===== config.mk =====
export PLATFORM = sky130hd
export DESIGN_NAME = sdils_top
export DESIGN_NICKNAME = d
export VERILOG_FILES = /design/src/core/sdils_pkg.sv /design/src/core/sdils_sync3.sv /design/src/core/sdils_fifo.sv /design/src/core/sdils_top.sv
export VERILOG_INCLUDE_DIRS = /design/src /design/src/core
export SDC_FILE = /design/constraint.sdc
export NUM_CORES = 1
export LEC_CHECK = 0
export ABC_AREA = 1
export BUFFER_PORTS_ARGS = -buffer_cell sky130_fd_sc_hd__buf_2
export CORE_MARGIN = 8
export CORE_UTILIZATION = 50
export DETAILED_ROUTE_END_ITERATION = 7
export HOLD_SLACK_MARGIN = 0.08
export PLACE_DENSITY = 0.76
export SKIP_LAST_GASP = 1
export SYNTH_ARGS = -nofsm -noshare
export SYNTH_HDL_FRONTEND = slang
export SYNTH_SLANG_ARGS = --single-unit

===== constraint.sdc =====
create_clock -name mclk_i -period 2.5 [get_ports mclk_i]
set_clock_uncertainty 0.05 [all_clocks]
set_input_delay 0.375 -clock mclk_i [delete_from_list [all_inputs] [get_ports mclk_i]]
set_output_delay 0.375 -clock mclk_i [all_outputs]
set_load 0.005 [all_outputs]

===== src/core/sdils_map.svh =====
// Register map, field positions, reset values and timing constants of the input monitor
// Functional notes
// RULE_01: Select pin high gives pin-only control; low gives host-register control.
// RULE_02: Equalizer enable pin low or open sets that input's equalization low.
// RULE_03: Equalizer enable pin high on the selected input sets medium equalization.
// RULE_04: Pin-only mode: data-in, data-out, clock, chip-select pins enable channels 0..3.
// RULE_05: Two-bit select 00,01,10,11 routes input 0,1,2,3.
// RULE_06: Open select pins read low, defaulting toward input 0.
// RULE_07: Only the selected input keeps buffer and equalizer powered; others off.
// RULE_08: Loss flag rises only after 5 to 10 us without transitions.
// RULE_09: Asserted loss flag falls within 0 to 5 us of a transition.
// RULE_10: Loss flag high when window edge count below threshold, low above.
// RULE_11: Serial output is muted while loss of signal is detected.
// RULE_12: Loss detection runs in every operating mode.
// RULE_13: Two methods: slicer edge count, or amplitude-and-duration qualified edges.
// RULE_14: Host picks method 1 and threshold 0 (large) to 3 (small) signals.
// RULE_15: Method and threshold live in the top control register at 0x02.
// RULE_16: Retimed data at three rates with 0.8 UI jitter tolerance.
// RULE_17: Reference holds the internal clock near rate while no input present.
// RULE_18: Lock flag high only while frequency and phase monitors agree.
// RULE_19: Harmonic lock is detected and never reported as lock.
// RULE_20: Lock state is readable through the host register.
// RULE_21: Lock detection runs from reset onward and re-evaluates on interruption.
// RULE_22: Lock is reached within 1 ms of a new signal or rate.
// RULE_23: Loss and edge windows are timed by counters on the reference timebase.
`ifndef SDILS_MAP_SVH
`define SDILS_MAP_SVH

// ==========================================================
// Register map
`define SDILS_ADDR_TOP      8'h02
`define SDILS_TOP_RST       16'h0008
`define SDILS_F_METHOD      0
`define SDILS_F_THR_LO      1
`define SDILS_F_THR_HI      2
`define SDILS_F_EQ_LO       3
`define SDILS_F_EQ_HI       4
`define SDILS_F_OVERRUN     13
`define SDILS_F_LOS         14
`define SDILS_F_LOCKED      15
`define SDILS_RD_ZERO       8'h00
`define SDILS_RD_NONE       16'h0000

// ==========================================================
// Timing
`define SDILS_CLK_MHZ       40
`define SDILS_LOS_WIN_NS    5000
`define SDILS_LOS_WIN_CYC   8'((`SDILS_LOS_WIN_NS * `SDILS_CLK_MHZ) / 1000)
`define SDILS_LOCK_QUAL_NS  10000
`define SDILS_LOCK_QUAL_CYC 10'((`SDILS_LOCK_QUAL_NS * `SDILS_CLK_MHZ) / 1000)
`define SDILS_LOCK_TMO_US   1000
`define SDILS_AMP_HOLD_CYC  2'h2

// ==========================================================
// Data path
`define SDILS_LOS_EDGE_MIN  8'h01
`define SDILS_WORD_W        8
`define SDILS_FIFO_DEPTH    4
`define SDILS_MUTE_WORD     8'hff
`define SDILS_PIN_W         18

`endif


===== src/core/sdils_pkg.sv =====
// Types shared by the input monitor modules
package sdils_pkg;

   typedef enum logic [1:0]
   {
      SDILS_EQ_OFF  = 2'b00,
      SDILS_EQ_LOW  = 2'b01,
      SDILS_EQ_MED  = 2'b10,
      SDILS_EQ_HIGH = 2'b11
   } sdils_eq_type;

   typedef enum logic [1:0]
   {
      SDILS_LK_IDLE   = 2'b00,
      SDILS_LK_QUAL   = 2'b01,
      SDILS_LK_LOCKED = 2'b10
   } sdils_lock_type;

   typedef enum logic
   {
      SDILS_LOS_EDGE = 1'b0,
      SDILS_LOS_AMP  = 1'b1
   } sdils_method_type;

endpackage


===== src/core/sdils_sync3.sv =====
// Three-stage pin synchroniser with agreement filter
`timescale 1ns/1ps
`default_nettype none
module sdils_sync3
   import sdils_pkg::*;
#(
   parameter int W = 1
)
(
   input  wire logic         mclk_i,
   input  wire logic         rst_b_i,
   input  wire logic [W-1:0] d_i,
   output var  logic [W-1:0] q_o
);

   logic [W-1:0] s1;
   logic [W-1:0] s2;
   logic [W-1:0] s3;
   logic [W-1:0] agree;

   // First stage feeds only the second
   always_ff @(posedge mclk_i or negedge rst_b_i)
   begin
      if (!rst_b_i)
      begin
         s1 <= '0;
         s2 <= '0;
         s3 <= '0;
      end
      else
      begin
         s1 <= d_i;
         s2 <= s1;
         s3 <= s2;
      end
   end

   assign agree = ~(s2 ^ s3);

   always_ff @(posedge mclk_i or negedge rst_b_i)
   begin
      if (!rst_b_i)
         q_o <= '0;
      else
         q_o <= (agree & s3) | (~agree & q_o);
   end

endmodule // sdils_sync3
`default_nettype wire


===== src/core/sdils_fifo.sv =====
// Word FIFO with registered head, valid and ready on both sides
`timescale 1ns/1ps
`default_nettype none
module sdils_fifo
   import sdils_pkg::*;
#(
   parameter int WIDTH = 8,
   parameter int DEPTH = 4
)
(
   input  wire logic             mclk_i,
   input  wire logic             rst_b_i,
   input  wire logic [WIDTH-1:0] in_data_i,
   input  wire logic             in_valid_i,
   output var  logic             in_ready_o,
   output var  logic [WIDTH-1:0] out_data_o,
   output var  logic             out_valid_o,
   input  wire logic             out_ready_i,
   output var  logic             full_o,
   output var  logic             empty_o
);

   localparam int AW = $clog2(DEPTH);

   logic [WIDTH-1:0] mem [DEPTH];
   logic [AW-1:0]    wr_ptr;
   logic [AW-1:0]    rd_ptr;
   logic [AW:0]      count;
   logic             push;
   logic             pop;

   assign full_o     = (count == (AW+1)'(DEPTH));
   assign empty_o    = (count == '0);
   assign in_ready_o = !full_o;
   assign push       = in_valid_i && !full_o;
   assign pop        = !empty_o && (!out_valid_o || out_ready_i);

   always_ff @(posedge mclk_i)
   begin
      if (push)
         mem[wr_ptr] <= in_data_i;
   end

   always_ff @(posedge mclk_i or negedge rst_b_i)
   begin
      if (!rst_b_i)
      begin
         wr_ptr <= '0;
         rd_ptr <= '0;
         count  <= '0;
      end
      else
      begin
         if (push)
            wr_ptr <= (wr_ptr == AW'(DEPTH - 1)) ? '0 : wr_ptr + 1'b1;
         if (pop)
            rd_ptr <= (rd_ptr == AW'(DEPTH - 1)) ? '0 : rd_ptr + 1'b1;
         count <= count + (AW+1)'(push) - (AW+1)'(pop);
      end
   end

   // Head register keeps the consumer port straight from flops
   always_ff @(posedge mclk_i or negedge rst_b_i)
   begin
      if (!rst_b_i)
      begin
         out_data_o  <= '0;
         out_valid_o <= 1'b0;
      end
      else if (pop)
      begin
         out_data_o  <= mem[rd_ptr];
         out_valid_o <= 1'b1;
      end
      else if (out_ready_i)
         out_valid_o <= 1'b0;
   end

endmodule // sdils_fifo
`default_nettype wire


===== src/core/sdils_top.sv =====
// Input select, equalizer enables, loss-of-signal and lock monitor
`include "sdils_map.svh"
`timescale 1ns/1ps
`default_nettype none
module sdils_top
   import sdils_pkg::*;
#(
   parameter int unsigned LOCK_TIMEOUT_CYC = `SDILS_LOCK_TMO_US * `SDILS_CLK_MHZ
)
(
   input  wire logic        mclk_i,
   input  wire logic        rst_b_i,
   input  wire logic        host_interface_select_n_i,
   input  wire logic        spi_mosi_eq0_i,
   input  wire logic        spi_miso_eq1_i,
   input  wire logic        spi_sck_eq2_i,
   input  wire logic        spi_cs_eq3_i,
   input  wire logic [1:0]  input_channel_select_i,
   input  wire logic        serial_input_0_i,
   input  wire logic        serial_input_1_i,
   input  wire logic        serial_input_2_i,
   input  wire logic        serial_input_3_i,
   input  wire logic [3:0]  amp_ok_i,
   input  wire logic        pll_freq_ok_i,
   input  wire logic        pll_phase_ok_i,
   input  wire logic        pll_harmonic_i,
   input  wire logic        host_wr_i,
   input  wire logic [7:0]  host_addr_i,
   input  wire logic [15:0] host_wdata_i,
   output var  logic [15:0] host_rdata_o,
   output var  logic [3:0]  input_buffer_enable_o,
   output var  logic [7:0]  eq_level_o,
   output var  logic [1:0]  los_threshold_o,
   output var  logic        los_method_o,
   output var  logic        signal_loss_flag_o,
   output var  logic        data_mute_o,
   output var  logic        locked_o,
   output var  logic        ref_hold_o,
   output var  logic        lock_retry_o,
   output var  logic [7:0]  out_data_o,
   output var  logic        out_valid_o,
   input  wire logic        out_ready_i
);

   // ==========================================================
   // Pin synchronisers
   logic [`SDILS_PIN_W-1:0] pins_raw;
   logic [`SDILS_PIN_W-1:0] pins;
   logic                    legacy;
   logic [3:0]              eq_pin;
   logic [1:0]              sel;
   logic [3:0]              ser;
   logic [3:0]              amp;
   logic                    freq_ok;
   logic                    phase_ok;
   logic                    harmonic;

   assign pins_raw = {pll_harmonic_i, pll_phase_ok_i, pll_freq_ok_i, amp_ok_i,
                      serial_input_3_i, serial_input_2_i, serial_input_1_i,
                      serial_input_0_i, input_channel_select_i,
                      spi_cs_eq3_i, spi_sck_eq2_i, spi_miso_eq1_i, spi_mosi_eq0_i,
                      host_interface_select_n_i};

   // Reset value zero keeps an open select at input 0 [RULE_06]
   sdils_sync3 #(
      .W (`SDILS_PIN_W)
   ) u_sync (
      .mclk_i  (mclk_i),
      .rst_b_i (rst_b_i),
      .d_i     (pins_raw),
      .q_o     (pins)
   );

   assign legacy   = pins[0];      // [RULE_01]
   assign eq_pin   = pins[4:1];    // [RULE_04]
   assign sel      = pins[6:5];
   assign ser      = pins[10:7];
   assign amp      = pins[14:11];
   assign freq_ok  = pins[15];
   assign phase_ok = pins[16];
   assign harmonic = pins[17];

   // ==========================================================
   // Control register
   logic             method;
   logic [1:0]       thr_adj;
   sdils_eq_type     host_eq;
   logic             overrun;
   logic             overrun_set;
   logic             top_wr;
   sdils_method_type eff_method;
   localparam logic [15:0] TOP_RST = `SDILS_TOP_RST;

   assign top_wr = host_wr_i && !legacy && (host_addr_i == `SDILS_ADDR_TOP);   // [RULE_15]

   // Pin-only mode pins the settings at defaults so the part is live
   always_ff @(posedge mclk_i or negedge rst_b_i)
   begin
      if (!rst_b_i)
      begin
         method  <= TOP_RST[`SDILS_F_METHOD];
         thr_adj <= TOP_RST[`SDILS_F_THR_HI:`SDILS_F_THR_LO];
         host_eq <= sdils_eq_type'(TOP_RST[`SDILS_F_EQ_HI:`SDILS_F_EQ_LO]);
      end
      else if (legacy)
      begin
         method  <= TOP_RST[`SDILS_F_METHOD];
         thr_adj <= TOP_RST[`SDILS_F_THR_HI:`SDILS_F_THR_LO];
         host_eq <= sdils_eq_type'(TOP_RST[`SDILS_F_EQ_HI:`SDILS_F_EQ_LO]);
      end
      else if (top_wr)
      begin
         method  <= host_wdata_i[`SDILS_F_METHOD];                   // [RULE_15]
         thr_adj <= host_wdata_i[`SDILS_F_THR_HI:`SDILS_F_THR_LO];   // [RULE_15]
         host_eq <= sdils_eq_type'(host_wdata_i[`SDILS_F_EQ_HI:`SDILS_F_EQ_LO]);
      end
   end

   // Legacy mode always uses the slicer edge detector
   assign eff_method = legacy ? SDILS_LOS_EDGE : sdils_method_type'(method);   // [RULE_13]

   // Sticky overrun, a new event beats a same-cycle clear
   always_ff @(posedge mclk_i or negedge rst_b_i)
   begin
      if (!rst_b_i)
         overrun <= 1'b0;
      else if (overrun_set)
         overrun <= 1'b1;
      else if (top_wr && host_wdata_i[`SDILS_F_OVERRUN])
         overrun <= 1'b0;
   end

   always_ff @(posedge mclk_i or negedge rst_b_i)
   begin
      if (!rst_b_i)
         host_rdata_o <= `SDILS_RD_NONE;
      else if (host_addr_i == `SDILS_ADDR_TOP)
         host_rdata_o <= {locked_o, signal_loss_flag_o, overrun,       // [RULE_20]
                          `SDILS_RD_ZERO, host_eq, thr_adj, method};
      else
         host_rdata_o <= `SDILS_RD_NONE;
   end

   always_ff @(posedge mclk_i or negedge rst_b_i)
   begin
      if (!rst_b_i)
      begin
         los_threshold_o <= '0;
         los_method_o    <= 1'b0;
      end
      else
      begin
         los_threshold_o <= thr_adj;
         los_method_o    <= eff_method;
      end
   end

   // ==========================================================
   // Input select and equalizer enables
   for (genvar ch = 0; ch < 4; ch++)
   begin : g_chan
      always_ff @(posedge mclk_i or negedge rst_b_i)
      begin
         if (!rst_b_i)
         begin
            input_buffer_enable_o[ch] <= 1'b0;
            eq_level_o[2*ch +: 2]     <= SDILS_EQ_OFF;
         end
         else if (sel != 2'(ch))                                      // [RULE_05]
         begin
            input_buffer_enable_o[ch] <= 1'b0;                        // [RULE_07]
            eq_level_o[2*ch +: 2]     <= SDILS_EQ_OFF;                // [RULE_07]
         end
         else
         begin
            input_buffer_enable_o[ch] <= 1'b1;
            if (!legacy)
               eq_level_o[2*ch +: 2] <= host_eq;
            else if (eq_pin[ch])
               eq_level_o[2*ch +: 2] <= SDILS_EQ_MED;                 // [RULE_03]
            else
               eq_level_o[2*ch +: 2] <= SDILS_EQ_LOW;                 // [RULE_02]
         end
      end
   end

   // ==========================================================
   // Edge detection on the selected input
   logic [3:0] ser_d;
   logic [1:0] sel_d;
   logic       sel_chg;
   logic       edge_sel;
   logic [1:0] amp_run;
   logic       amp_long;
   logic       edge_q;

   always_ff @(posedge mclk_i or negedge rst_b_i)
   begin
      if (!rst_b_i)
      begin
         ser_d <= '0;
         sel_d <= '0;
      end
      else
      begin
         ser_d <= ser;
         sel_d <= sel;
      end
   end

   assign sel_chg  = (sel != sel_d);
   assign edge_sel = ser[sel] ^ ser_d[sel];

   // Duration check rejects short crosstalk bursts
   always_ff @(posedge mclk_i or negedge rst_b_i)
   begin
      if (!rst_b_i)
         amp_run <= '0;
      else if (sel_chg || !amp[sel])
         amp_run <= '0;
      else if (amp_run != `SDILS_AMP_HOLD_CYC)
         amp_run <= amp_run + 2'h1;
   end

   assign amp_long = (amp_run == `SDILS_AMP_HOLD_CYC);
   assign edge_q   = (eff_method == SDILS_LOS_AMP) ? (edge_sel && amp_long) : edge_sel;   // [RULE_13]

   // ==========================================================
   // Loss-of-signal windows
   logic [7:0] win_cnt;
   logic [7:0] edge_cnt;
   logic [7:0] next_edge_cnt;
   logic       win_end;

   assign win_end       = (win_cnt == `SDILS_LOS_WIN_CYC - 8'h01);
   assign next_edge_cnt = (edge_q && edge_cnt != 8'hff) ? edge_cnt + 8'h01 : edge_cnt;

   // Window counter never gated by mode [RULE_12]
   always_ff @(posedge mclk_i or negedge rst_b_i)
   begin
      if (!rst_b_i)
         win_cnt <= '0;
      else if (sel_chg || win_end)
         win_cnt <= '0;                                               // [RULE_23]
      else
         win_cnt <= win_cnt + 8'h01;                                  // [RULE_23]
   end

   always_ff @(posedge mclk_i or negedge rst_b_i)
   begin
      if (!rst_b_i)
         edge_cnt <= '0;
      else if (sel_chg || win_end)
         edge_cnt <= '0;
      else
         edge_cnt <= next_edge_cnt;
   end

   // A whole quiet window of 5 us bounds the silence between 5 and 10 us
   always_ff @(posedge mclk_i or negedge rst_b_i)
   begin
      if (!rst_b_i)
         signal_loss_flag_o <= 1'b0;
      else if (sel_chg)
         signal_loss_flag_o <= signal_loss_flag_o;
      else if (next_edge_cnt >= `SDILS_LOS_EDGE_MIN)
         signal_loss_flag_o <= 1'b0;                                  // [RULE_09] [RULE_10]
      else if (win_end)
         signal_loss_flag_o <= 1'b1;                                  // [RULE_08] [RULE_10]
   end

   always_ff @(posedge mclk_i or negedge rst_b_i)
   begin
      if (!rst_b_i)
         data_mute_o <= 1'b0;
      else
         data_mute_o <= signal_loss_flag_o;                           // [RULE_11]
   end

   // ==========================================================
   // Retimed data words toward the output stage
   logic [`SDILS_WORD_W-1:0] shift;
   logic [2:0]               bit_cnt;
   logic [`SDILS_WORD_W-1:0] pend_word;
   logic                     pend_valid;
   logic                     fifo_ready;
   logic                     stall;

   // Packer stops on the eighth bit while the FIFO refuses; lost bits flag an overrun
   assign stall       = pend_valid && !fifo_ready;
   assign overrun_set = stall && (bit_cnt == 3'h7);

   always_ff @(posedge mclk_i or negedge rst_b_i)
   begin
      if (!rst_b_i)
      begin
         shift   <= '0;
         bit_cnt <= '0;
      end
      else if (!(stall && bit_cnt == 3'h7))
      begin
         shift   <= {shift[`SDILS_WORD_W-2:0], ser[sel]};             // [RULE_16]
         bit_cnt <= bit_cnt + 3'h1;
      end
   end

   always_ff @(posedge mclk_i or negedge rst_b_i)
   begin
      if (!rst_b_i)
      begin
         pend_word  <= '0;
         pend_valid <= 1'b0;
      end
      else if (bit_cnt == 3'h7 && !stall)
      begin
         pend_word  <= data_mute_o ? `SDILS_MUTE_WORD                  // [RULE_11]
                                   : {shift[`SDILS_WORD_W-2:0], ser[sel]};
         pend_valid <= 1'b1;
      end
      else if (fifo_ready)
         pend_valid <= 1'b0;
   end

   sdils_fifo #(
      .WIDTH (`SDILS_WORD_W),
      .DEPTH (`SDILS_FIFO_DEPTH)
   ) u_fifo (
      .mclk_i      (mclk_i),
      .rst_b_i     (rst_b_i),
      .in_data_i   (pend_word),
      .in_valid_i  (pend_valid),
      .in_ready_o  (fifo_ready),
      .out_data_o  (out_data_o),
      .out_valid_o (out_valid_o),
      .out_ready_i (out_ready_i),
      .full_o      (),
      .empty_o     ()
   );

   // ==========================================================
   // Lock detection
   sdils_lock_type lk_state;
   logic [9:0]     qual_cnt;
   logic [15:0]    tmo_cnt;
   logic           lk_ok;
   logic           tmo_hit;

   assign lk_ok   = freq_ok && phase_ok && !harmonic && !signal_loss_flag_o;   // [RULE_18] [RULE_19]
   assign tmo_hit = (tmo_cnt == 16'(LOCK_TIMEOUT_CYC - 1));

   // Starts from reset and never stops; any upset sends it back to search
   always_ff @(posedge mclk_i or negedge rst_b_i)
   begin
      if (!rst_b_i)
         lk_state <= SDILS_LK_IDLE;                                   // [RULE_21]
      else if (sel_chg || !lk_ok)
         lk_state <= SDILS_LK_IDLE;                                   // [RULE_21]
      else
      begin
         unique case (lk_state)
            SDILS_LK_IDLE:
               lk_state <= SDILS_LK_QUAL;
            SDILS_LK_QUAL:
               if (qual_cnt == `SDILS_LOCK_QUAL_CYC - 10'h001)
                  lk_state <= SDILS_LK_LOCKED;                        // [RULE_18]
            SDILS_LK_LOCKED:
               lk_state <= SDILS_LK_LOCKED;
            default:
               lk_state <= SDILS_LK_IDLE;
         endcase
      end
   end

   always_ff @(posedge mclk_i or negedge rst_b_i)
   begin
      if (!rst_b_i)
         qual_cnt <= '0;
      else if (lk_state != SDILS_LK_QUAL)
         qual_cnt <= '0;
      else
         qual_cnt <= qual_cnt + 10'h001;
   end

   // Qualification is far shorter than the 1 ms budget; retry kicks the search
   always_ff @(posedge mclk_i or negedge rst_b_i)
   begin
      if (!rst_b_i)
      begin
         tmo_cnt      <= '0;
         lock_retry_o <= 1'b0;
      end
      else if (lk_state == SDILS_LK_LOCKED || sel_chg)
      begin
         tmo_cnt      <= '0;
         lock_retry_o <= 1'b0;
      end
      else
      begin
         tmo_cnt      <= tmo_hit ? '0 : tmo_cnt + 16'h0001;           // [RULE_22]
         lock_retry_o <= tmo_hit;                                     // [RULE_22]
      end
   end

   always_ff @(posedge mclk_i or negedge rst_b_i)
   begin
      if (!rst_b_i)
      begin
         locked_o   <= 1'b0;
         ref_hold_o <= 1'b1;
      end
      else
      begin
         locked_o   <= (lk_state == SDILS_LK_LOCKED);                 // [RULE_18]
         ref_hold_o <= (lk_state != SDILS_LK_LOCKED);                 // [RULE_17]
      end
   end

endmodule // sdils_top
`default_nettype wire


# After elaboration in Yosys (flattened, before gate mapping)
# Memory sizes are Yosys's and may differ from the RTL's. A register that Yosys moved wholly into a read port is not among the register bits.
# Cells that the tools add are included.
# op_classes
eq_ne	21
bitwise	8
n_addsub	10
n_reduce_logical	37
n_lt_le_gt_ge	2
n_mux	56
# ops
op	count
2-to-1 mux 16 bit	3
2-to-1 mux 2 bit	22
bitwise AND 18 bit	2
inverter 18 bit	2
2-to-1 mux 8 bit	4
2-to-1 mux 1 bit	22
bitwise OR 18 bit	1
bitwise XOR 18 bit	1
adder 16 x 1 -> 16 bit (second input constant)	1
adder 8 x 1 -> 8 bit (second input constant)	2
equality test 16 bit (second input constant)	1
logical AND 1 bit	13
nonzero test 2 bit	6
adder 10 x 1 -> 10 bit (second input constant)	1
equality test 10 x 9 -> 1 bit (second input constant)	1
zero test 1 bit	10
2-to-1 mux 10 bit	1
!= test 2 bit (second input constant)	5
equality test 2 bit (second input constant)	4
equality test 8 x 2 -> 1 bit (second input constant)	1
equality test 8 bit (second input constant)	1
>= comparator 8 x 1 -> 1 bit (second input constant)	1
!= test 8 bit (second input constant)	1
adder 2 x 1 -> 2 bit (second input constant)	3
17 further kinds	25
# word_totals
register_bits	193
ramBits	32
wordCells	175
in_bits	46
mem_count	1
out_inout_bits	45
# mem_list
name	words	word_bits	rd	rd_ports_with_merged_regs	wr	line	rtl
u_fifo.mem	4	8	1	1	1	sdils_fifo.sv:25	logic [WIDTH-1:0] mem [DEPTH];

# Depth between registers and ports, before layout
# Gate-level depths: netlist of run 1.
# depth
depth_word	10
depth_mapped	14
mapped_depth_nobuf	14

# Modules after synthesis
# A second synthesis of run 1 with hierarchy kept.
# hier_totals
cells_unflattened	876
area_unflattened_um2	8989.9
# modules_own_cells
module	seq_area_each_um2	instances	area_each_um2	cells_each
sdils_top	2630.0	1	4722.0	518
sdils_fifo	1361.3	1	2173.3	214
sdils_sync3	1801.7	1	2094.5	144

# Worst setup path after synthesis of run 1
# No wires, ideal clock.
# synth_path
kind	register -> register
start	register u_fifo.out_valid_o
end	register u_fifo.count[2]
path_stages_with_launch	11
path_buffers	1
path_slack_ps	397
synth_period_minus_slack_ps	2103
arrival_ps	1931
setup_ps	122
required_ps	2328
cell_sequence	dfrtp_1 -> inv_1 -> nor2_1 -> a21oi_1 -> clkbuf_1 -> ha_1 -> inv_1 -> ha_1 -> inv_1 -> fa_1 -> xor2_1
# synth_via
elab_chain_len	4
# synth_rtl
item	line	rtl
start: declaration	sdils_fifo.sv:17	output var logic out_valid_o,
start signal: assignment	sdils_fifo.sv:68	out_valid_o <= 1'b0;
start signal: assignment	sdils_fifo.sv:73	out_valid_o <= 1'b1;
start signal: assignment	sdils_fifo.sv:76	out_valid_o <= 1'b0;
zero test 1 bit	sdils_fifo.sv:36	assign pop = !empty_o && (!out_valid_o || out_ready_i);
logical OR 1 bit	sdils_fifo.sv:36	
logical AND 1 bit	sdils_fifo.sv:36	
net u_fifo.pop	sdils_fifo.sv:30	logic pop;
subtractor 3 x 1 -> 3 bit	sdils_fifo.sv:58	count <= count + (AW+1)'(push) - (AW+1)'(pop);
end signal: assignment	sdils_fifo.sv:58	
end: declaration	sdils_fifo.sv:28	logic [AW:0] count;
# The timed path passes the listed nets, and every way through them passes these cells.
# A chain may end at the register's enable or synchronous reset.

==> results of run 1 <==
## critical path, stage by stage (launching register included)
cell	delay (ps)
dfrtp_1	650
inv_2	150
nand3_1	100
nand2_1	90
nor2_4	190
nand2_4	100
nand3_4	130
nand2_1	80
o21ai_1	120
nand2_1	70
nor2_1	110
nand2_1	80
a21oi_2	100
## sequential cells by signal, indices dropped and copies added, names as in the netlist, 10 cells and up, named ones only
signal / count
tmo_cnt: 16
u_sync.s2: 18
u_fifo.mem: 32
u_sync.s1: 18
qual_cnt: 10
u_sync.s3: 18
## report_power, final
group | total, mW | internal, mW | switching [mW]
Clock | 3.04 | 1.74 | 1.30
Sequential | 4.52 | 4.25 | 0.275
Combinational | 1.39 | 0.543 | 0.844
## cell usage in the layout (no fill, tap or decap), types with 3 or more instances in the layout
cell	synthesis	final
clkbuf_8	0	3
xnor2_1	3	3
nand4_1	9	9
ha_1	17	17
nor3_1	8	8
maj3_1	18	18
dfrtp_1	191	191
inv_2	8	8
dlygate4sd3_1	0	24
nand2_2	3	3
clkinv_1	1	4
o21ai_0	40	40
a31oi_1	12	12
buf_4	9	10
nor2_2	5	5
clkinv_2	0	5
a21oi_1	17	17
conb_1	1	8
nor4_1	8	8
clkbuf_16	0	23
o21ai_1	5	5
xor2_1	13	13
a21boi_0	3	3
buf_2	3	71
nand2_1	128	128
nor2_1	123	123
inv_1	78	78
nand3_1	21	21
clkbuf_1	7	5
edfxtp_1	32	32
## stage by stage
stage / total power [mW] / hold WS, ps / setup slack [ps] / utilization, %
2_1_floorplan: 5.46 / 29.4 / 397 / -
3_3_place_gp: 5.85 / 281 / 481 / 54.6
3_5_place_dp: 5.95 / 286 / 395 / 54.6
4_1_cts: 9.05 / 114 / 377 / 59.8
5_1_grt: 9.47 / 143 / 170 / 59.8
6_report: 8.95 / 125 / 384 / 59.8
## how the worst max path moves through the flow
stage,start,to,cells past startpoint
after floorplan,u_fifo.out_valid_o,u_fifo.count[2],10
final,flop,signal_loss_flag_o,12
after CTS,flop,signal_loss_flag_o,12
after global placement,flop,signal_loss_flag_o,12
after detailed placement,flop,signal_loss_flag_o,12
after global routing,flop,signal_loss_flag_o,12
## repair_timing
item	in CTS	in global routing
buffers inserted	0	0
endpoints found under the hold margin	91	0
hold buffers	24	0
## cell type report
cell class	instances	area, µm²
Clock buffer	30	622
Clock inverter	9	43.8
Fill cell	1378	6900
Inverter	87	327
Multi-Input combinational cell	470	2480
Sequential cell	225	5790
Tap cell	225	282
Timing Repair Buffer	108	724
## metal layers
metal / vias to the layer above / global-route usage, %
met1: 2741 / 18.2
met4: 0 / 4.08
met2: 74 / 24.8
met3: 24 / 2.42
met5: - / 0
li1: 2809 / -
## kinds of logic (layout without fill, tap and decap cells)
kind of cell | count (synthesis) | count (layout) | share of synthesized area, %
AOI/OAI and AO/OA | 87 | 87 | 5.60
xor gates and xnor gates | 16 | 16 | 1.61
adders and majority gates | 36 | 36 | 4.75
buffers and inverters | 107 | 234 | 5.14
DFF | 225 | 225 | 66.6
other | 1 | 8 | 0.0431
and+or+nand+nor | 323 | 323 | 16.3
==> impl_metrics.toml, run 1 <==
[cells_and_area]
drive_above_1_share_pct = 15.7
area_growth_pct = 18.1
final_cell_area_um2 = 10300
final_cell_count_no_fill = 1154
antenna_cells = 0
final_nets = 979

[clock_tree]
ctsResizeCount = 0
cts_root_buf = "clkbuf_16"
cts.path.max_buffers = 3
cts_tree = "done"
cts_sinks = 225
clock_latency_ps = 490
cts_max_level = 1
cts_buffers = 23
clkTransAtPathRegs_ps = 60

[hold_path]
whs_endpoint = "overrun"
min_path_cells = 4
hold_start = "host_wdata_i[13]"
worstHoldPathType = "input pin to flop"

[routing]
drc_errors = 0
met2RoutedLength_mm = 7.75
first_iter_violations = 360
wl_mm = 15.3
wl_per_cell_um = 13.3
met3_length_um = 485
via_per_inst = 4.89
vias = 5648
highest_layer = "met4"
ant_nets = 0
drt_pass1_iterations = 4
wl_met1_mm = 6.73

[worst_setup_path]
cp_max_fo = 16
r2r-end = "signal_loss_flag_o"
regToRegSetupSlack_ps = 380
crit_type = "flop to flop"
worstPathRequired_ps = 2880
worstSetupStartpointType = "flop"
endpoint_kind = "flop"
rr_worst_depth = 12
cp_data_arrival_time_ps = 2490

[placement]
place_area_um2 = 9370
port_buffers = 72
dp_hpwl_mm = 10.6
place_inst = 1091
globalplace.congestion = 0.783

[synth]
synth_top_cell_by_area = "dfrtp_1"
yosysMostFrequentCell = "dfrtp_1"
async_reset_ff_share_pct = 85.8
mappedNetlistArea_um2 = 8700
yosysSeqAreaShare_pct = 66.6
synth_common_cells = "191 x dfrtp_1, 128 x nand2_1, 123 x nor2_1"
synth-edff-count = 32
syn_inst = 795
synth_area_leaders = "dfrtp_1 55%, edfxtp_1 11%, nand2_1 5.5%"
yosysTopAreaCellShare_pct = 54.9
synth-seq-cells = 225
ys.flop_type = "dfrtp_1"
synth_cell_type_count = 47
syn_avg_cell_area_um2 = 10.9
ys_warn_count = 0

[grt]
grt_max_degree = 75
overflow = 0
antenna_found_initial = 0
grt_pass1_vias = 5716
grt_pass1_wl_mm = 26.4
grt_usage_pct = 14.3

[sta]
fin_crit_sh_pct = 84.6
rsz0062_at_grt = "false"
tns_ps = 0
hold_viol = 0
min_period_ps = 2120
tightest_slew_ps = 610
fmax_ghz = 0.473
relSlewSlack_pct = 59.3
setup_viol = 0
drv_slew = 0

[status]
status = "finished, final reports clean"

[power_and_ir_drop]
peakVddDrop_mv = 0.617
power_density_nw_per_um2 = 871
p_leak_nw = 4.80

[floorplanning]
start_util_pct = 50.6
core_um2 = 17200
boundaryPins = 91
die_h_um = 148
die_area_um2 = 21900
rows = 48
die_w_um = 148

[run]
cap_violations = 0
(Power assumes the default switching activity.)
==> run 2: changes to the inputs <==
==> constraint.sdc (replaced) <==
create_clock -name mclk_i -period 2.2 [get_ports mclk_i]
set_clock_uncertainty 0.05 [all_clocks]
set_input_delay 0.33 -clock mclk_i [delete_from_list [all_inputs] [get_ports mclk_i]]
set_output_delay 0.33 -clock mclk_i [all_outputs]
set_load 0.005 [all_outputs]
==> run 2 against run 1 <==
Effect of this change: first-iteration DRC count decreased by 8.9%; setup slack got worse by 150 ps; final area grew 1.1%; critical endpoint unchanged.
==> impl_metrics.toml, run 2 (synthesis gave the netlist of run 1 again) <==
[clock_tree]
cts_buffers = 23
clock_latency_ps = 500
cts_sinks = 225
cts_max_level = 1
cts_root_buf = "clkbuf_16"
cts_setup_buffers = 0
cts.path.max_buffers = 3
cts_tree = "done"
clkTransAtPathRegs_ps = 60

[status]
status = "finished, final reports clean"

[floorplanning]
start_util_pct = 50.6
die_area_um2 = 21900
core_um2 = 17200
boundaryPins = 91
rows = 48
die_w_um = 148
die_h_um = 148

[cells_and_area]
largest_register_ff_count = 32
largest_register = "u_fifo.mem"
multi_input_area_um2 = 2510
final_nets = 980
antenna_cells = 0
final_cell_mix = "191 x dfrtp_1, 128 x nand2_1, 123 x nor2_1"
register_area_um2 = 5790
drive_above_1_share_pct = 16.4
n_fill_cell = 1341
final_util_pct = 60.5
area_growth_pct = 19.4
layout_commonest_cell = "dfrtp_1"
final_cell_area_um2 = 10400

[routing]
via_per_inst = 4.78
wl_per_cell_um = 12.9
drc_errors = 0
ant_nets = 0
vias = 5540
wl_mm = 14.9
drt_pass1_iterations = 5
first_iter_violations = 328

[grt]
grt_usage_pct = 13.9
antenna_found_initial = 0
grt_pass1_wl_mm = 25.6
grt_max_degree = 70
overflow = 0
grt_pass1_vias = 5637

[sta]
hold_viol = 0
rsz0062_at_grt = "false"
setup_viol = 0
min_period_ps = 1960
fin_crit_sh_pct = 89.1
tns_ps = 0
hold_slack_ps = 108
drv_slew = 0
fmax_ghz = 0.510

[placement]
dp_hpwl_mm = 10.1
port_buffers = 72
place_area_um2 = 9380
globalplace.congestion = 0.764

[power_and_ir_drop]
swShare_pct = 26.2
p_comb_share_pct = 14.9
peakVddDrop_mv = 1.05
power_frac_clock_pct = 36.0
power_frac_seq_pct = 49.2
power_density_nw_per_um2 = 1010
p_sw_mw = 2.74
power_mw = 10.4
intPower_mw = 7.71
p_leak_nw = 4.86

[worst_setup_path]
worstSetupStartpointType = "flop"
regToRegSetupSlack_ps = 240
endpoint_kind = "flop"
crit_path_end = "signal_loss_flag_o"
r2r-end = "signal_loss_flag_o"
worstPathRequired_ps = 2580
cp_max_fo = 13
cp_data_arrival_time_ps = 2340
crit_type = "flop to flop"
rr_worst_depth = 12

[run]
cap_violations = 0

[hold_path]
worstHoldPathType = "input pin to flop"
==> run 2: changes by cell type in the layout (fill, tap and decap cells not counted), sizes merged <==
cell	before	now
clkbuf	31	32
inv	86	87
buf	83	84
bufinv	0	2
clkinv	9	8
==> run 2: what timing repair did <==
| action | CTS | global route |
|---|---|---|
| hold buffers | 24 | 0 |
| hold endpoints to repair | 73 | 0 |
| endpoints found under the setup margin | 0 | 2 |
| resized for setup | 0 | 4 |
==> run 2: critical path, stage by stage, from the launching register on <==
cell,delay [ps]
dfrtp_1,600
inv_1,170
nand3_1,120
nand2_2,80
nor2_4,140
nand2_4,100
nand3_4,120
nand2_1,60
o21ai_1,90
nand2_1,80
nor2_1,110
nand2_1,70
a21oi_2,100
==> run 2: final cells by class <==
cell class / instances / area share [%]
clock inverter: 11 / 1.06
tap: 225 / 2.71
inverter: 87 / 3.14
multi-input combinational: 470 / 24.2
sequential: 225 / 55.8
timing repair buffer: 109 / 7.04
clock buffer: 31 / 6.12
==> run 2: power by group through the flow <==
stage / combinational (mW) / sequential [mW] / clock [mW]
after global routing: 1.82 / 5.21 / 4.01
after CTS: 1.59 / 5.14 / 3.85
final: 1.56 / 5.14 / 3.76
after global placement: 1.48 / 5.17 / 0
after detailed placement: 1.55 / 5.21 / 0
after floorplan: 1.09 / 5.12 / 0
==> run 2: per-layer routing <==
| layer | global-route usage, % | wire, µm | share of wire (%) | up-vias |
|---|---|---|---|---|
| li1 | - | - | - | 2807 |
| met1 | 16.7 | 6540 | 44 | 2617 |
| met2 | 24.6 | 7520 | 50 | 92 |
| met3 | 2.87 | 583 | 3.9 | 24 |
| met4 | 3.98 | 273 | 1.8 | 0 |
| met5 | 0 | 0 | 0 | - |
==> run 2: through the flow <==
| step | instances | setup slack [ps] |
|---|---|---|
| floorplan | 802 | 97.0 |
| global placement | 1092 | 203 |
| detailed placement | 1092 | 200 |
| CTS | 1158 | 191 |
| global route | 1158 | 11.1 |
| finish | 1158 | 239 |
==> run 2: how the worst min path moves through the flow <==
stage / from / end / slack (ps) / depth (start not counted)
after floorplan: rst_b_i / asynchronous set/reset pin / -20 / 0
after global placement: rst_b_i / u_fifo.count[1] / 270 / 1
after detailed placement: rst_b_i / u_fifo.count[1] / 270 / 1
after CTS: host_wdata_i[13] / overrun / 100 / 4
after global routing: host_wdata_i[13] / overrun / 140 / 4
final: host_wdata_i[13] / overrun / 110 / 4
==> run 3: changes to the inputs <==
--- a/config.mk
+++ b/config.mk
@@ -6,13 +6,12 @@
 export SDC_FILE = /design/constraint.sdc
 export NUM_CORES = 1
 export LEC_CHECK = 0
-export ABC_AREA = 1
 export BUFFER_PORTS_ARGS = -buffer_cell sky130_fd_sc_hd__buf_2
 export CORE_MARGIN = 8
 export CORE_UTILIZATION = 50
 export DETAILED_ROUTE_END_ITERATION = 7
 export HOLD_SLACK_MARGIN = 0.08
-export PLACE_DENSITY = 0.76
+export PLACE_DENSITY = 0.77
 export SKIP_LAST_GASP = 1
 export SYNTH_ARGS = -nofsm -noshare
 export SYNTH_HDL_FRONTEND = slang
==> run 3 against run 2 <==
Effect of this change: hold slack lost 16 ps; synthesized cell count shrank 23%; die area shrank 1.8%; register-to-register slack lost 210 ps; clock power grew 3%; critical path type unchanged; largest cell class unchanged; highest routed layer unchanged.
==> impl_metrics.toml, run 3 <==
[status]
status = "finished, final reports clean"

[hold_path]
worstHoldPathType = "input pin to flop"

[synth]
synth-seq-cells = 225
synth_cell_type_count = 54
yosysTopAreaCellShare_pct = 56.1
syn_avg_cell_area_um2 = 13.9
synth_area_leaders = "dfrtp_1 56%, edfxtp_1 11%, mux4_2 2.6%"
synth_common_cells = "191 x dfrtp_1, 55 x nor2_1, 34 x nand2_1"
synth-edff-count = 32
mappedNetlistArea_um2 = 8520
synth_top_cell_by_area = "dfrtp_1"
ys.flop_type = "dfrtp_1"
yosysSeqAreaShare_pct = 68.0
syn_inst = 615
async_reset_ff_share_pct = 85.8
ys_warn_count = 0
yosysMostFrequentCell = "dfrtp_1"

[grt]
grt_max_degree = 65
overflow = 0
grt_pass1_vias = 5368
grt_pass1_wl_mm = 26.5
antenna_found_initial = 0
grt_usage_pct = 14.9

[worst_setup_path]
crit_chain = "inv_1 -> ha_1 -> or3b_1 -> nand3b_1 -> nor3_1 -> o311ai_1 -> a211oi_2"
slowest_delay_ps = 480
crit_buf_inv = 1
cp_max_fo = 6
crit_path_top_delay_cell = "or3b_1"
crit_type = "flop to flop"
cp_data_arrival_time_ps = 2480
worstPathRequired_ps = 2510
cp_top_family = "simple AND/OR/NAND/NOR gates"
worstSetupStartpointType = "flop"
endpoint_kind = "flop"

[routing]
vias = 5062
ant_nets = 0
wl_per_cell_um = 16.6
wl_mm = 16.1
drc_errors = 0
first_iter_violations = 279
via_per_inst = 5.21
drt_pass1_iterations = 4

[clock_tree]
cts.path.max_buffers = 3
cts_root_buf = "clkbuf_16"
cts_sinks = 225
clock_latency_ps = 490
cts_max_level = 1
cts_buffers = 22
clkTransAtPathRegs_ps = 60
cts_tree = "done"

[power_and_ir_drop]
power_density_nw_per_um2 = 1030
p_leak_nw = 4.57
peakVddDrop_mv = 0.770

[sta]
drv_slew = 0
setup_viol = 0
relSlewSlack_pct = 59.4
min_period_ps = 2170
fin_crit_sh_pct = 98.6
fmax_ghz = 0.461
tightest_slew_ps = 609
rsz0062_at_grt = "true"
hold_viol = 0

[cells_and_area]
area_growth_pct = 20.4
drive_above_1_share_pct = 21.3
final_cell_area_um2 = 10300
final_nets = 799
layout_commonest_cell = "dfrtp_1"
final_cell_mix = "191 x dfrtp_1, 71 x buf_2, 55 x nor2_1"
largest_register = "u_fifo.mem"
antenna_cells = 0
largest_register_ff_count = 32
final_util_pct = 61.6

[placement]
place_area_um2 = 9190
port_buffers = 72
globalplace.congestion = 0.802
dp_hpwl_mm = 10.4

[floorplanning]
rows = 47
die_h_um = 147
die_area_um2 = 21500
start_util_pct = 51.2
core_um2 = 16600
die_w_um = 147
boundaryPins = 91

[run]
cap_violations = 0
-- run 3: cell types whose count changed after synthesis, sizes merged, moves of 8 or more --
| cell | change |
|---|---|
| nand2 | -99 |
| nor2 | -75 |
| inv | -69 |
| o21ai | -27 |
| xnor2 | +20 |
| mux2 | +19 |
| and2 | +18 |
| a31oi | -12 |
| mux4 | +11 |
| a21oi | -8 |
-- run 3: per-layer routing --
layer | wire length (µm) | part of all wire, % | track usage, % | vias to the layer above
li1 | - | - | - | 2361
met4 | 385 | 2.4 | 4.69 | 0
met2 | 8160 | 51 | 26.4 | 124
met1 | 6760 | 42 | 17.5 | 2544
met5 | 0 | 0 | 0 | -
met3 | 769 | 4.8 | 3.37 | 33
-- run 3: cell type report --
class / instances / area (µm²)
inverter: 17 / 63.8
clock inverter: 7 / 118
multi-input combinational: 356 / 2590
sequential: 225 / 5790
clock buffer: 33 / 653
fill: 1220 / 6390
timing repair buffer: 113 / 759
tap: 220 / 275
-- run 3: cell families after synthesis --
logic type | Yosys count | synth area share, %
buffers and inverters | 42 | 2.31
adder cells (fa/ha/maj) | 36 | 4.85
other | 1 | 0.0440
multiplexers | 32 | 5.70
XOR/XNOR | 41 | 4.22
AO/OA/AOI/OAI | 48 | 3.69
AND/OR/NAND/NOR | 190 | 11.2
flip-flops | 225 | 68.0
-- run 3: final timing paths --
check | to | slack [ps] | start | depth (start not counted)
max | signal_loss_flag_o | 30 | amp_run[0] | 7
min | method | 90 | host_wdata_i[0] | 3
max reg2reg | signal_loss_flag_o | 30 | amp_run[0] | 7
min reg2reg | u_sync.s2[8] | 300 | u_sync.s1[8] | 0
max in group asynchronous | ref_hold_o | 1020 | rst_b_i | 3
min in group asynchronous | qual_cnt[3] | 330 | rst_b_i | 2
-- run 3: tightest hold or removal path: cells and delay by family --
kind / cells / cell delay (ps)
buffers and inverters: 1 / 100
AND/OR/NAND/NOR: 1 / 90
AO/OA/AOI/OAI: 1 / 70
-- run 3: power by group --
part	internal [mW]	switching (mW)	leakage (nW)	total [mW]
Sequential	4.82	0.374	2.70	5.20
Clock	2.41	1.47	0.378	3.88
Combinational	0.793	0.687	1.48	1.48
-- run 3: per-stage QoR --
step                      total power [mW]  hold WS [ps]  worst slack (ps)  instances  TNS (ps)
after floorplan                       6.12         -15.6              4.09        622         0
after global placement                6.53           282               114        904         0
after detailed placement              6.67           285              69.1        904         0
after CTS                             10.6          83.0              47.5        967         0
after global routing                  11.1          98.5             -37.5        971     -57.8
final                                 10.6          91.9              30.8        971         0
-- run 3: what timing repair did --
| action | in CTS | in global routing |
|---|---|---|
| endpoints found under the setup margin | 0 | 20 |
| hold endpoints to repair | 80 | 0 |
| resized for setup | 0 | 3 |
| setup buffers | 0 | 3 |
| hold buffers | 23 | 0 |
